--- src/include/vic_consts.svh ---
/*
 Offsets, field positions and reset values of the interrupt control block.
 Assumes inclusion by bare name; definitions only.
*/
`ifndef VIC_CONSTS_SVH
`define VIC_CONSTS_SVH

// ----------------------------------------
// Register indices (word addresses)
// ----------------------------------------
`define VIC_A_STATUS 6'h00
`define VIC_A_CORE 6'h01
`define VIC_A_CTL1 6'h02
`define VIC_A_CTL2 6'h03
`define VIC_A_CTL3 6'h04
`define VIC_A_CTL4 6'h05
`define VIC_A_PEND 6'h06
`define VIC_A_FLAG0 6'h08
`define VIC_A_EN0 6'h0C
`define VIC_A_PRI0 6'h10

// ----------------------------------------
// Sizes and field positions
// ----------------------------------------
`define VIC_NSRC 64
`define VIC_NFREG 4
`define VIC_NPREG 16
`define VIC_FIRST_VEC 8'h08
`define VIC_B_NEST 15
`define VIC_B_GIE 15
`define VIC_B_TMPBLK 14
`define VIC_B_SOFTWARE_TRAP_STATUS 13
`define VIC_B_ALTVT 8
`define VIC_B_LAT 15
`define VIC_B_MSB 3
`define VIC_B_IPL_LO 5

// ----------------------------------------
// Trap vectors and reset values
// ----------------------------------------
`define VIC_V_OSC 8'h00
`define VIC_V_ADDR 8'h01
`define VIC_V_HARD 8'h02
`define VIC_V_STACK 8'h03
`define VIC_V_MATH 8'h04
`define VIC_V_SOFT 8'h06
`define VIC_CTL2_RST 16'h8000
`define VIC_CTL1_MASK 16'hFFDE
`define VIC_CTL2_MASK 16'hE117
`define VIC_CTL3_MASK 16'h0111

`endif

--- src/include/vic_pkg.sv ---
/*
 Types shared by the interrupt control block.
 Assumes vic_consts.svh is available on the include path.
*/
package vic_pkg;
    typedef struct packed {
        logic [5:0] addr;
        logic [15:0] wdata;
        logic wr;
        logic rd;
    } bus_req_type;

    typedef struct packed {
        logic osc_fail;
        logic addr_err;
        logic stack_err;
        logic div_zero;
        logic bad_shift;
        logic acc_a_ovf;
        logic acc_b_ovf;
        logic acc_a_cat;
        logic acc_b_cat;
        logic sw_hard;
        logic nvm_addr;
        logic loop_ovf;
        logic pll_lost;
    } trap_ev_type;

    typedef struct packed {
        logic valid;
        logic [7:0] vector;
        logic [3:0] level;
        logic alt_table;
    } take_type;
endpackage

--- src/vic_top.sv ---
/*
 Interrupt and trap control: flags, enables, priorities, trap causes,
 CPU priority level and the pending vector for the core.
 Assumes single-cycle strobes on the register port and one-cycle event pulses.
*/
// Functional notes
// - Each source has a flag set by hardware, cleared only by software.
// - Each source has its own enable bit.
// - Each user source has a 3-bit priority, seven active levels.
// - Pending vector latched at bits 7-0, its priority at bits 11-8.
// - Fields packed in vector order; vector 8 at bit 0.
// - CPU level is core bit 3 joined to status bits 7-5.
// - Status priority bits writable unless nest disable is set.
// - CPU priority msb not writable; when one, user interrupts blocked.
// - CPU level seven blocks every user interrupt.
// - Nest disable bit 15 of control one locks the status priority bits and gates users while a take is pending; nesting still occurs.
// - Global enable resets to one; clear blocks interrupts, not traps.
// - Vector table select bit 8 picks alternate or standard table.
// - External inputs 0,1,2,4 have edge polarity; one means falling.
// - Overflow trap enables per accumulator and catastrophic; cause flags.
// - Math trap flag bit 4 with shift and divide-by-zero causes.
// - Address, stack and oscillator failure trap flags at bits 3,2,1.
// - Soft trap flags: nvm address bit 8, loop stack 4, pll 0.
// - Bit 0 of control four flags a software hard trap.
// - Bit 14 shows temporary block, bit 13 software trap status.
// - Trap vectors 0,1,2,3,4,6; vector 8 is external input 0.
// - New CPU priority encodes 0 to 15 in plain binary.
// - Core bit 15 selects variable or fixed exception latency.
`timescale 1ns/100ps
`include "vic_consts.svh"

module vic_top (
    input wire logic MCLK,
    input wire logic RST,
    input wire logic [5:0] ADDR,
    input wire logic [15:0] WDATA,
    input wire logic WR,
    input wire logic RD,
    output logic [15:0] RDATA,
    input wire logic [63:0] SRC_REQ,
    input wire logic [3:0] EXT_PIN,
    input wire vic_pkg::trap_ev_type TRAP_EV,
    input wire logic TEMP_BLOCK,
    input wire logic TAKE_ACK,
    input wire logic [2:0] RETURN_IPL,
    input wire logic RETURN_STB,
    output vic_pkg::take_type TAKE,
    output logic VAR_LATENCY
);

    // ----------------------------------------
    // Storage
    // ----------------------------------------
    logic [15:0] flag_ff [`VIC_NFREG];
    logic [15:0] en_ff [`VIC_NFREG];
    logic [15:0] pri_ff [`VIC_NPREG];
    logic [15:0] ctl1_ff, ctl2_ff, ctl3_ff, ctl4_ff;
    logic [2:0] ipl_ff;
    logic ipl_msb_ff;
    logic var_lat_ff;
    logic [7:0] vec_ff;
    logic [3:0] ilr_ff;
    logic [15:0] rdata_ff;
    logic [2:0] sync_a_ff [4];
    logic [3:0] ext_lvl_ff;
    logic [3:0] ext_ev;
    logic [63:0] hw_set;
    vic_pkg::take_type take_ff;
    vic_pkg::bus_req_type req;

    assign req = '{addr: ADDR, wdata: WDATA, wr: WR, rd: RD};

    function automatic logic hit(input logic [5:0] a, input logic [5:0] base, input int n);
        hit = (a >= base) && (a < base + 6'(n));
    endfunction

    // ----------------------------------------
    // External edge detection
    // ----------------------------------------
    // Three stages; a change counts once the two later stages agree
    genvar gi;
    generate
        for (gi = 0; gi < 4; gi++) begin : g_ext
            always_ff @(posedge MCLK) begin
                if (RST) begin
                    sync_a_ff[gi] <= 3'h0;
                    ext_lvl_ff[gi] <= 1'b0;
                end else begin
                    sync_a_ff[gi] <= {sync_a_ff[gi][1:0], EXT_PIN[gi]};
                    if (sync_a_ff[gi][1] == sync_a_ff[gi][2])
                        ext_lvl_ff[gi] <= sync_a_ff[gi][2];
                end
            end
        end
    endgenerate

    logic [3:0] pol;
    logic [3:0] nxt_lvl;
    assign pol = {ctl2_ff[4], ctl2_ff[2], ctl2_ff[1], ctl2_ff[0]};
    always_comb begin
        for (int i = 0; i < 4; i++) begin
            nxt_lvl[i] = (sync_a_ff[i][1] == sync_a_ff[i][2]) ? sync_a_ff[i][2] : ext_lvl_ff[i];
            ext_ev[i] = pol[i] ? (ext_lvl_ff[i] & ~nxt_lvl[i])
                               : (~ext_lvl_ff[i] & nxt_lvl[i]);
        end
    end

    // External 0 at vector 8 (bit 0); the other inputs ride on fixed source slots
    always_comb begin
        hw_set = SRC_REQ;
        hw_set[0] = SRC_REQ[0] | ext_ev[0];
        hw_set[12] = SRC_REQ[12] | ext_ev[1];
        hw_set[21] = SRC_REQ[21] | ext_ev[2];
        hw_set[54] = SRC_REQ[54] | ext_ev[3];
    end

    // ----------------------------------------
    // Flags, enables, priorities
    // ----------------------------------------
    generate
        for (gi = 0; gi < `VIC_NFREG; gi++) begin : g_flag
            always_ff @(posedge MCLK) begin
                if (RST) begin
                    flag_ff[gi] <= 16'h0000;
                    en_ff[gi] <= 16'h0000;
                end else begin
                    // Hardware set wins over a software clear in the same cycle
                    if (req.wr && req.addr == `VIC_A_FLAG0 + 6'(gi))
                        flag_ff[gi] <= req.wdata | hw_set[gi*16 +: 16];
                    else
                        flag_ff[gi] <= flag_ff[gi] | hw_set[gi*16 +: 16];
                    if (req.wr && req.addr == `VIC_A_EN0 + 6'(gi))
                        en_ff[gi] <= req.wdata;
                end
            end
        end
        for (gi = 0; gi < `VIC_NPREG; gi++) begin : g_pri
            always_ff @(posedge MCLK) begin
                if (RST)
                    pri_ff[gi] <= 16'h0000;
                else if (req.wr && req.addr == `VIC_A_PRI0 + 6'(gi))
                    pri_ff[gi] <= req.wdata & 16'h7777;
            end
        end
    endgenerate

    // ----------------------------------------
    // Control and trap registers
    // ----------------------------------------
    function automatic logic [15:0] sticky(input logic [15:0] cur, input logic [15:0] set,
                                           input logic w, input logic [15:0] d,
                                           input logic [15:0] m);
        sticky = ((w ? d : cur) | set) & m;
    endfunction

    logic [15:0] set1, set3, set4;
    logic ovf_a, ovf_b, cat, math;
    assign ovf_a = TRAP_EV.acc_a_ovf & ctl1_ff[10];
    assign ovf_b = TRAP_EV.acc_b_ovf & ctl1_ff[9];
    assign cat = (TRAP_EV.acc_a_cat | TRAP_EV.acc_b_cat) & ctl1_ff[8];
    assign math = ovf_a | ovf_b | cat | TRAP_EV.div_zero | TRAP_EV.bad_shift;
    always_comb begin
        set1 = 16'h0000;
        set1[14] = ovf_a;
        set1[13] = ovf_b;
        set1[12] = TRAP_EV.acc_a_cat & ctl1_ff[8];
        set1[11] = TRAP_EV.acc_b_cat & ctl1_ff[8];
        set1[7] = TRAP_EV.bad_shift;
        set1[6] = TRAP_EV.div_zero;
        set1[4] = math;
        set1[3] = TRAP_EV.addr_err;
        set1[2] = TRAP_EV.stack_err;
        set1[1] = TRAP_EV.osc_fail;
        set3 = {7'h00, TRAP_EV.nvm_addr, 3'h0, TRAP_EV.loop_ovf, 3'h0, TRAP_EV.pll_lost};
        set4 = {15'h0000, TRAP_EV.sw_hard};
    end

    always_ff @(posedge MCLK) begin
        if (RST) begin
            ctl1_ff <= 16'h0000;
            ctl3_ff <= 16'h0000;
            ctl4_ff <= 16'h0000;
        end else begin
            // Causes stay set until written to zero
            ctl1_ff <= sticky(ctl1_ff, set1, req.wr && req.addr == `VIC_A_CTL1, req.wdata,
                              `VIC_CTL1_MASK);
            ctl3_ff <= sticky(ctl3_ff, set3, req.wr && req.addr == `VIC_A_CTL3, req.wdata,
                              `VIC_CTL3_MASK);
            ctl4_ff <= sticky(ctl4_ff, set4, req.wr && req.addr == `VIC_A_CTL4, req.wdata,
                              16'h0001);
        end
    end

    always_ff @(posedge MCLK) begin
        if (RST)
            ctl2_ff <= `VIC_CTL2_RST;
        else begin
            if (req.wr && req.addr == `VIC_A_CTL2)
                ctl2_ff <= req.wdata & `VIC_CTL2_MASK & ~16'h4000;
            // Mirror keeps tracking even during a write
            ctl2_ff[`VIC_B_TMPBLK] <= TEMP_BLOCK;
        end
    end

    always_ff @(posedge MCLK) begin
        if (RST)
            var_lat_ff <= 1'b0;
        else if (req.wr && req.addr == `VIC_A_CORE)
            var_lat_ff <= req.wdata[`VIC_B_LAT];
    end

    // ----------------------------------------
    // CPU priority level
    // ----------------------------------------
    always_ff @(posedge MCLK) begin
        if (RST) begin
            ipl_ff <= 3'h0;
            ipl_msb_ff <= 1'b0;
        end else begin
            if (TAKE_ACK && take_ff.valid) begin
                ipl_ff <= take_ff.level[2:0];
                ipl_msb_ff <= take_ff.level[3];
            end else if (RETURN_STB) begin
                ipl_ff <= RETURN_IPL;
                ipl_msb_ff <= 1'b0;
            end else if (req.wr && req.addr == `VIC_A_STATUS && !ctl1_ff[`VIC_B_NEST])
                ipl_ff <= req.wdata[7:5];
        end
    end

    logic [3:0] cpu_lvl;
    assign cpu_lvl = {ipl_msb_ff, ipl_ff};

    // ----------------------------------------
    // Arbitration
    // ----------------------------------------
    logic [2:0] best_pri;
    logic [7:0] best_vec;
    logic best_ok;
    logic user_ok;
    // Level seven or msb set locks users out; nesting off also blocks users while a take is pending
    assign user_ok = ctl2_ff[`VIC_B_GIE] && !ipl_msb_ff && ipl_ff != 3'h7
                     && !(ctl1_ff[`VIC_B_NEST] && take_ff.valid);
    always_comb begin
        best_pri = 3'h0;
        best_vec = 8'h00;
        best_ok = 1'b0;
        // Downward scan so the lowest vector wins a tie
        for (int s = `VIC_NSRC - 1; s >= 0; s--) begin
            if (flag_ff[s/16][s%16] && en_ff[s/16][s%16]
                && pri_ff[s/4][(s%4)*4 +: 3] != 3'h0
                && pri_ff[s/4][(s%4)*4 +: 3] > ipl_ff
                && pri_ff[s/4][(s%4)*4 +: 3] >= best_pri) begin
                best_pri = pri_ff[s/4][(s%4)*4 +: 3];
                best_vec = `VIC_FIRST_VEC + 8'(s);
                best_ok = 1'b1;
            end
        end
    end

    logic [7:0] trap_vec;
    logic trap_hit;
    always_comb begin
        trap_hit = 1'b1;
        if (ctl1_ff[1]) trap_vec = `VIC_V_OSC;
        else if (ctl1_ff[3]) trap_vec = `VIC_V_ADDR;
        else if (ctl4_ff[0]) trap_vec = `VIC_V_HARD;
        else if (ctl1_ff[2]) trap_vec = `VIC_V_STACK;
        else if (ctl1_ff[4]) trap_vec = `VIC_V_MATH;
        else if (|ctl3_ff) trap_vec = `VIC_V_SOFT;
        else begin
            trap_vec = 8'h00;
            trap_hit = 1'b0;
        end
    end

    always_ff @(posedge MCLK) begin
        if (RST) begin
            take_ff <= '0;
            vec_ff <= 8'h00;
            ilr_ff <= 4'h0;
        end else begin
            if (TAKE_ACK)
                take_ff.valid <= 1'b0;
            else if (!take_ff.valid && trap_hit && !ipl_msb_ff) begin
                // Traps ignore the global enable
                take_ff <= '{valid: 1'b1, vector: trap_vec, level: 4'h8 + 4'(3'h7 - trap_vec[2:0]),
                             alt_table: ctl2_ff[`VIC_B_ALTVT]};
                vec_ff <= trap_vec;
                ilr_ff <= 4'h8 + 4'(3'h7 - trap_vec[2:0]);
            end else if (!take_ff.valid && best_ok && user_ok) begin
                take_ff <= '{valid: 1'b1, vector: best_vec, level: {1'b0, best_pri},
                             alt_table: ctl2_ff[`VIC_B_ALTVT]};
                vec_ff <= best_vec;
                ilr_ff <= {1'b0, best_pri};
            end
        end
    end

    // ----------------------------------------
    // Read port
    // ----------------------------------------
    always_ff @(posedge MCLK) begin
        if (RST)
            rdata_ff <= 16'h0000;
        else if (req.rd) begin
            rdata_ff <= 16'h0000;
            if (req.addr == `VIC_A_STATUS) rdata_ff <= {8'h00, ipl_ff, 5'h00};
            else if (req.addr == `VIC_A_CORE)
                rdata_ff <= {var_lat_ff, 11'h000, ipl_msb_ff, 3'h0};
            else if (req.addr == `VIC_A_CTL1) rdata_ff <= ctl1_ff;
            else if (req.addr == `VIC_A_CTL2) rdata_ff <= ctl2_ff;
            else if (req.addr == `VIC_A_CTL3) rdata_ff <= ctl3_ff;
            else if (req.addr == `VIC_A_CTL4) rdata_ff <= ctl4_ff;
            else if (req.addr == `VIC_A_PEND) rdata_ff <= {4'h0, ilr_ff, vec_ff};
            else if (hit(req.addr, `VIC_A_FLAG0, `VIC_NFREG))
                rdata_ff <= flag_ff[2'(req.addr - `VIC_A_FLAG0)];
            else if (hit(req.addr, `VIC_A_EN0, `VIC_NFREG))
                rdata_ff <= en_ff[2'(req.addr - `VIC_A_EN0)];
            else if (hit(req.addr, `VIC_A_PRI0, `VIC_NPREG))
                rdata_ff <= pri_ff[4'(req.addr - `VIC_A_PRI0)];
        end
    end

    assign RDATA = rdata_ff;
    assign TAKE = take_ff;
    assign VAR_LATENCY = var_lat_ff;

endmodule

--- config.mk ---
export PLATFORM = sky130hd
export DESIGN_NAME = vic_top
export DESIGN_NICKNAME = d
export VERILOG_FILES = /design/src/include/vic_pkg.sv /design/src/vic_top.sv
export VERILOG_INCLUDE_DIRS = /design/src /design/src/include
export SDC_FILE = /design/constraint.sdc
export NUM_CORES = 1
export LEC_CHECK = 0
export BUFFER_PORTS_ARGS = -buffer_cell sky130_fd_sc_hd__clkbuf_2
export CORE_ASPECT_RATIO = 1.5
export CORE_MARGIN = 2
export CORE_UTILIZATION = 45
export DETAILED_ROUTE_END_ITERATION = 7
export PLACE_DENSITY = 0.68
export SLEW_MARGIN = 15
export SYNTH_ARGS = -nofsm -noshare
export SYNTH_HDL_FRONTEND = slang
export SYNTH_SLANG_ARGS = --single-unit
export TNS_END_PERCENT = 1
--- constraint.sdc ---
create_clock -name MCLK -period 122.5 [get_ports MCLK]
set_input_delay 6.125 -clock MCLK [delete_from_list [all_inputs] [get_ports MCLK]]
set_output_delay 6.125 -clock MCLK [all_outputs]
set_load 0.01 [all_outputs]
==> results.rst, run 1 <==
.. list-table::
   :header-rows: 1

   * - Metric
     - Value
   * - Run status
     - complete, no violations
   * - GR Util met1
     - a little under two fifths
   * - Reported max-cap violation count
     - 0
   * - Most repeated cell in the gate-level netlist after synthesis
     - sky130_fd_sc_hd__nand2_1
   * - Clock transition at the registers of the reported paths
     - about 70 ps
   * - Synth top cells by count
     - sky130_fd_sc_hd__nand2_1, sky130_fd_sc_hd__edfxtp_1, sky130_fd_sc_hd__and2_1
   * - CTS tree
     - yes
   * - Synth area leader
     - sky130_fd_sc_hd__edfxtp_1
   * - Hold Violations, Final
     - 0
   * - Die X
     - about 230 um
   * - Starting density of the core
     - a little under half
   * - Global route overflow
     - 0
   * - Via total after detailed routing
     - about 30,000
   * - Root buf cell
     - sky130_fd_sc_hd__clkbuf_16
   * - Leakage power summed over all cells
     - around 15 nW
   * - Flip-flop and latch count after synthesis
     - roughly 400
   * - Share of async-settable or async-resettable flops after synthesis
     - 0%
   * - Placer congestion estimate
     - just under 1
   * - Global-route met2 utilization
     - 54.14%
   * - Fraction of the cycle the final worst path needs
     - just under 80%
   * - Port Buf Inserts
     - about 140
   * - Pin count of the biggest net entering global routing
     - a little under 90
   * - Peak-usage layer in the global routing report
     - met2
   * - Most common cell on crit path
     - sky130_fd_sc_hd__ha_1
   * - Aggregate negative setup slack
     - 0 ps
   * - Number of synthesized flops with an enable pin
     - 320
   * - Number of warnings reported in the yosys synthesis log
     - 0
   * - Achievable Freq
     - between 10 and 15 MHz
   * - Count of routing violations after the opening detailed-route iteration
     - 3,365
   * - Number of fillers in the final layout
     - 6,848
   * - Most common flop cell mapped by yosys
     - sky130_fd_sc_hd__edfxtp_1
   * - Final Setup Violations
     - 0
   * - Max Buffers Root-to-Sink
     - 3
   * - Mean area per synthesized cell
     - 9.455 sq um
   * - Number of instances resized during post-cts repair
     - 0
   * - Met3 track demand over resource in global routing
     - between 6 and 7%
   * - Leading post-synthesis cells by cell area
     - sky130_fd_sc_hd__edfxtp_1, sky130_fd_sc_hd__ha_1, sky130_fd_sc_hd__mux4_2, sky130_fd_sc_hd__and2_1, sky130_fd_sc_hd__dfxtp_1
   * - Area taken by flip-flops and latches
     - between 10,000 and 15,000 sq um
   * - Number of buffers added by the clock tree synthesis step
     - 41
   * - Core Rows
     - 122
   * - Number of nets at the end of the flow
     - roughly 4,100
   * - Data arrival time at the worst-slack endpoint
     - roughly 96,000 ps
   * - Maximum resistive drop on vdd
     - 0.01209 mV
   * - Max stage delay on crit path
     - around 700 ps
   * - Number of buffers added to fix hold violations after cts
     - 0
   * - RSZ-0062 raised after global routing
     - no
   * - Worst slew margin relative to its limit
     - 17.35%
   * - Total Die Area
     - 76,660 sq um
   * - Post-layout instance count excluding filler cells
     - approximately 4,700
   * - Setup fix buffers added after clock tree synthesis
     - 0
   * - Share of Yosys cell area claimed by the top area cell type
     - about 29%
   * - Average wire per cell in the routed design
     - between 20 and 30 um
   * - Via count of the first global-routing pass
     - between 20,000 and 30,000
   * - Data required time of the critical path
     - between 100,000 and 150,000 ps
   * - Total wirelength of the detailed-routed design
     - 126,300 um
   * - Clock Sinks
     - around 400
   * - Area Growth Syn to Fin
     - 9.669%
   * - Cell with the largest stage delay on the worst path
     - sky130_fd_sc_hd__dfxtp_4
   * - Global routing usage summed across all routing layers
     - about a third
   * - Ratio of cells with drive above 1 in the final layout
     - between 10% and 20%
   * - Via-to-Cell Ratio
     - around 6.4
   * - Vertical extent of the die
     - between 300 and 400 um
   * - Core region area
     - 73,730 sq um
   * - Critical path launch point type
     - flip-flop
   * - Cell area power density
     - around 19 nW/um^2
   * - I/O pin count
     - between 100 and 150
   * - Crit-path max FO
     - 33
   * - CTS HTree Levels
     - 2
   * - Post-route ant nets
     - 0
   * - Later-pin clock latency in the skew report
     - approximately 570 ps
   * - Sequential area share after synthesis
     - about 33%
   * - Wire length of the first global-routing pass
     - around 180,000 um
   * - Final setup skew
     - between 20 and 25 ps
   * - Measured slew at the worst slew-check pin
     - 1240 ps
   * - Netlist area before placement
     - around 33,000 sq um
   * - Classification of the worst setup path
     - reg2reg
   * - Placed Instances
     - about 4,600
   * - Distinct cells, synth
     - about 150
   * - Critical Path Sink Type
     - flip-flop
   * - Antenna violations before repair
     - 19
   * - Total area of multi-input combinational cells
     - 21,140 sq um
   * - DRC errors left
     - 0
   * - Number of instances in the synthesized netlist
     - 3,542
   * - Dpl hpwl
     - between 90,000 and 100,000 um
   * - Max-slew violations
     - 0
   * - Final Critical Period
     - 95,200 ps
   * - Worst min-delay path category
     - reg2reg
   * - Router iterations before antenna repair
     - 6
==> power breakdown <==
| part | total (W) | internal, W | switching (W) |
|---|---|---|---|
| sequential | 0.000169 | 0.000153 | 0.0000153 |
| clock | 0.000129 | 0.0000736 | 0.0000550 |
| combinational | 0.000407 | 0.000169 | 0.000237 |
==> path summary, 6_finish.rpt <==
| check | startpoint | to | slack [ps] | depth (start not counted) |
|---|---|---|---|---|
| setup reg to reg | ipl_ff[0]$_SDFFE_PP0P_ | TAKE[0]$_SDFFE_PP0P_ | 27300 | 413 |
| hold reg to reg | sync_a_ff[3][0]$_SDFF_PP0_ | sync_a_ff[3][1]$_SDFF_PP0_ | 430 | 1 |
| setup / recovery | ipl_ff[0]$_SDFFE_PP0P_ | TAKE[0]$_SDFFE_PP0P_ | 27300 | 413 |
| hold / removal | sync_a_ff[3][0]$_SDFF_PP0_ | sync_a_ff[3][1]$_SDFF_PP0_ | 430 | 1 |
==> kinds of logic after synthesis <==
logic type | after synthesis | synth area share (%)
other | 2 | 0.02243
AOI/OAI and AO/OA | 1020 | 22.47
adders and majority gates | 327 | 12.01
buffers and inverters | 380 | 4.491
DFF | 396 | 33.24
xor gates and xnor gates | 1 | 0.02616
muxes | 149 | 7.999
and+or+nand+nor | 1267 | 19.74
==> placed cells by master (no fill, tap or decap), types with 31 or more instances in the layout <==
cell type                   count
sky130_fd_sc_hd__nand2_1      322
sky130_fd_sc_hd__edfxtp_1     320
sky130_fd_sc_hd__and2_1       314
sky130_fd_sc_hd__ha_1         298
sky130_fd_sc_hd__inv_1        236
sky130_fd_sc_hd__nor2_1       220
sky130_fd_sc_hd__a21oi_1      192
sky130_fd_sc_hd__clkbuf_2     139
sky130_fd_sc_hd__o21ai_0      128
sky130_fd_sc_hd__mux4_2        90
sky130_fd_sc_hd__a31oi_1       87
sky130_fd_sc_hd__nor2b_1       81
sky130_fd_sc_hd__a21o_1        77
sky130_fd_sc_hd__dfxtp_1       75
sky130_fd_sc_hd__nand2b_1      73
sky130_fd_sc_hd__nand3_1       65
sky130_fd_sc_hd__conb_1        65
sky130_fd_sc_hd__a311oi_1      60
sky130_fd_sc_hd__o311ai_0      59
sky130_fd_sc_hd__a211oi_1      52
sky130_fd_sc_hd__nor3_1        49
sky130_fd_sc_hd__o21a_1        48
sky130_fd_sc_hd__clkbuf_16     42
sky130_fd_sc_hd__mux2_2        31
==> flip-flops by register name, indices dropped and copies added (netlist names), 4 cells and up <==
name and cells:
ctl2_ff 8, RDATA 16, sync_a_ff 12, ilr_ff 4, pri_ff 192, ext_lvl_ff 4
en_ff 64, vec_ff 7, ctl1_ff 14, flag_ff 64
==> metal layers <==
metal / part of all wire [%] / vias to the layer above
met3: 8.9 / 535
met2: 47 / 1604
met4: 9.0 / 16
met5: 0.069 / -
met1: 35 / 14530
li1: - / 13640
==> worst max-delay path: cells and delay by family, from the launching register on <==
kind / cells / cell delay [ps]
flops: 1 / 700
simple gates: 133 / 22950
compound gates: 156 / 34350
mux: 25 / 9490
buf+inv: 8 / 700
fa+ha+maj: 91 / 26740
==> per-stage QoR <==
stage               area, sq um  hold slack (ps)  util [%]  setup slack [ps]   power, W
floorplan                 33720            413.8         -             36050  0.0004735
global placement          35340            416.8     47.93             29050  0.0005646
detailed placement        35340            431.1     47.93             27710  0.0005705
CTS                       36680            438.0     49.75             27380  0.0006991
global route              36710            455.0     49.79             20070  0.0007534
finish                    36730            435.0     49.81             27300  0.0007040
==> final cells by class <==
type / instances / area share, %
repair buffers: 170 / 2.606
multi-input cells: 2829 / 57.56
inverters: 238 / 2.432
diodes: 7 / 0.04770
flip-flops and latches: 396 / 30.32
clock inverters: 16 / 0.5689
well taps: 992 / 3.380
clock buffers: 56 / 3.087
No activity file was read; power rests on OpenSTA's default activity.
==> inputs of run 2 (changes only) <==
==> constraint.sdc (replaced) <==
create_clock -name MCLK -period 99.8 [get_ports MCLK]
set_input_delay 4.99 -clock MCLK [delete_from_list [all_inputs] [get_ports MCLK]]
set_output_delay 4.99 -clock MCLK [all_outputs]
set_load 0.01 [all_outputs]
==> results.rst, run 2 (synthesis gave the netlist of run 1 again) <==
.. list-table::
   :header-rows: 1

   * - Metric
     - Value
   * - Cell area power density
     - 23.71 nW/um^2 (was 19.17 nW/um^2)
   * - CTS HTree Levels
     - 2 (unchanged)
   * - Post-route ant nets
     - 0 (unchanged)
   * - Max-slew violations
     - 0 (unchanged)
   * - Final Setup Violations
     - 0 (unchanged)
   * - Worst min-delay path category
     - reg2reg (unchanged)
   * - Number of fillers in the final layout
     - 6,889 (was 6,848)
   * - Total Die Area
     - 76,660 sq um (unchanged)
   * - Critical path buffer and inverter count
     - 10 (was 8)
   * - Leading cell types in the layout, fill and taps excluded
     - sky130_fd_sc_hd__nand2_1, sky130_fd_sc_hd__edfxtp_1, sky130_fd_sc_hd__and2_1 (unchanged)
   * - Worst slew margin relative to its limit
     - 9.879% (was 17.35%)
   * - Starting density of the core
     - 45.42% (unchanged)
   * - Most flop-heavy register
     - pri_ff (unchanged)
   * - Antenna violations before repair
     - 18 (was 19)
   * - Leakage power summed over all cells
     - 14.65 nW (was 14.62 nW)
   * - CTS tree
     - yes (unchanged)
   * - Hold Violations, Final
     - 0 (unchanged)
   * - Kind of cell adding the most delay to the critical path
     - compound AO/OA/AOI/OAI gates (unchanged)
   * - Number of nets at the end of the flow
     - 4,093 (was 4,087)
   * - Number of buffers added to fix hold violations after cts
     - 0 (unchanged)
   * - Core Rows
     - 122 (unchanged)
   * - Cell with the largest stage delay on the worst path
     - sky130_fd_sc_hd__or4_1 (was sky130_fd_sc_hd__dfxtp_4)
   * - Pin count of the biggest net entering global routing
     - 79 (was 88)
   * - Max stage delay on crit path
     - 640 ps (was 700 ps)
   * - Port Buf Inserts
     - 142 (unchanged)
   * - Placer congestion estimate
     - 0.9943 (was 0.9844)
   * - Max Buffers Root-to-Sink
     - 3 (unchanged)
   * - Average wire per cell in the routed design
     - 27.06 um (was 26.86 um)
   * - Critical Path Sink Type
     - flip-flop (unchanged)
   * - Clock transition at the registers of the reported paths
     - 70 ps (about the same)
   * - Final total power
     - 0.0008736 W (was 0.0007040 W)
   * - Ratio of cells with drive above 1 in the final layout
     - 13.17% (was 12.82%)
   * - Post-detailed-placement cell area
     - 35,330 sq um (was 35,340 sq um)
   * - Global-route met2 utilization
     - 54.31% (was 54.14%)
   * - Number of buffers added by the clock tree synthesis step
     - 40 (was 41)
   * - Reported max-cap violation count
     - 0 (unchanged)
   * - Data required time of the critical path
     - 100,310 ps (was 122,920 ps)
   * - Classification of the worst setup path
     - reg2reg (unchanged)
   * - Via count of the first global-routing pass
     - 28,960 (was 28,910)
   * - Router iterations before antenna repair
     - 7 (was 6)
   * - Critical path launch point type
     - flip-flop (unchanged)
   * - Crit-path max FO
     - 11 (was 33)
   * - Wire length of the first global-routing pass
     - 185,600 um (was 184,300 um)
   * - Global route overflow
     - 0 (unchanged)
   * - GR Util met1
     - 37.28% (was 36.68%)
   * - Area of all placed cells without fillers
     - 36,840 sq um (was 36,730 sq um)
   * - Registers with the highest flip-flop counts
     - pri_ff: 192 flops, en_ff: 64 flops, flag_ff: 64 flops (unchanged)
   * - Via-to-Cell Ratio
     - 6.456 (was 6.447)
   * - Flip-flop count of the largest register after layout
     - 192 (unchanged)
   * - Peak-usage layer in the global routing report
     - met2 (unchanged)
   * - Total wirelength of the detailed-routed design
     - 127,500 um (was 126,300 um)
   * - Data arrival time at the worst-slack endpoint
     - 94,150 ps (was 95,620 ps)
   * - Vertical extent of the die
     - 338.1 um (unchanged)
   * - Later-pin clock latency in the skew report
     - 580 ps (was 570 ps)
   * - Root buf cell
     - sky130_fd_sc_hd__clkbuf_16 (unchanged)
   * - Final setup skew
     - 18.87 ps (was 24.04 ps)
   * - I/O pin count
     - 144 (unchanged)
   * - Measured slew at the worst slew-check pin
     - 1343 ps (was 1240 ps)
   * - Final Critical Period
     - 93,650 ps (was 95,200 ps)
   * - Count of routing violations after the opening detailed-route iteration
     - 3,163 (was 3,365)
   * - Leading cell type in the layout, fill and taps excluded
     - sky130_fd_sc_hd__nand2_1 (unchanged)
   * - Dpl hpwl
     - 96,640 um (was 95,930 um)
   * - Fraction of the cycle the final worst path needs
     - 93.84% (was 77.71%)
   * - Most common cell on crit path
     - sky130_fd_sc_hd__ha_1 (unchanged)
   * - Area Growth Syn to Fin
     - 10.00% (was 9.669%)
   * - Maximum resistive drop on vdd
     - 0.01410 mV (was 0.01209 mV)
   * - Global routing usage summed across all routing layers
     - 32.74% (was 32.53%)
   * - Run status
     - complete, no violations (unchanged)
   * - Core region area
     - 73,730 sq um (unchanged)
   * - DRC errors left
     - 0 (unchanged)
   * - Via total after detailed routing
     - 30,410 (was 30,330)
   * - Die X
     - 226.7 um (unchanged)
   * - Clock Sinks
     - 396 (unchanged)
   * - Met3 track demand over resource in global routing
     - 6.422% (was 6.067%)
   * - Achievable Freq
     - 10.68 MHz (was 10.50 MHz)
run 2: routing by layer:
metal | part of all wire, % | up-vias
met5 | 0.095 | -
li1 | - | 13650
met1 | 34 | 14610
met2 | 48 | 1627
met4 | 8.8 | 18
met3 | 8.9 | 514
run 2: final cells by class:
| type | instances | area (sq um) | area share [%] |
|---|---|---|---|
| repair buffers | 176 | 1002 | 2.721 |
| clock buffers | 52 | 1089 | 2.955 |
| flip-flops and latches | 396 | 11130 | 30.23 |
| clock inverters | 22 | 280.3 | 0.7608 |
| multi-input cells | 2830 | 21190 | 57.51 |
| inverters | 238 | 893.4 | 2.425 |
| diodes | 5 | 12.51 | 0.03397 |
| well taps | 992 | 1241 | 3.369 |
run 2: worst paths after layout:
| check | start | endpoint | slack, ps | depth (start not counted) |
|---|---|---|---|---|
| max | ipl_ff[1]$_SDFFE_PP0P_ | ilr_ff[1]$_SDFFE_PP0P_ | 6150 | 416 |
| min | sync_a_ff[0][0]$_SDFF_PP0_ | sync_a_ff[0][1]$_SDFF_PP0_ | 450 | 1 |
| max reg2reg | ipl_ff[1]$_SDFFE_PP0P_ | ilr_ff[1]$_SDFFE_PP0P_ | 6150 | 416 |
| min reg2reg | sync_a_ff[0][0]$_SDFF_PP0_ | sync_a_ff[0][1]$_SDFF_PP0_ | 450 | 1 |
run 2: worst register-to-register path, delay by kind of cell (launching register included):
family,cells,cell delay (ps)
buffers and inverters,10,1110
AND/OR/NAND/NOR,136,23630
adder cells (fa/ha/maj),90,26270
flip-flops,1,390
multiplexers,24,9140
AO/OA/AOI/OAI,156,33040
run 2: repair_timing:
item	in CTS	in global routing
setup endpoints to repair	0	13
endpoints found under the hold margin	0	0
buffers inserted	0	5
gates resized for setup	0	14
run 2: metrics by stage:
stage | util [%] | std cells | setup TNS [ps] | hold WS (ps) | setup WS (ps)
2_1_floorplan | - | 3605 | 0 | 413.8 | 13350
3_3_place_gp | 47.92 | 4626 | 0 | 414.7 | 6346
3_5_place_dp | 47.92 | 4626 | 0 | 431.9 | 5023
4_1_cts | 49.78 | 4700 | 0 | 446.6 | 4777
5_1_grt | 49.95 | 4708 | -14.94 | 465.4 | -14.94
6_report | 49.96 | 4711 | 0 | 447.5 | 6151
run 2: power breakdown:
part           switching, W  internal (W)  leakage [nW]
combinational      0.000297      0.000209          10.3
sequential        0.0000186      0.000188          3.70
clock             0.0000674     0.0000931         0.659
total              0.000383      0.000490          14.7
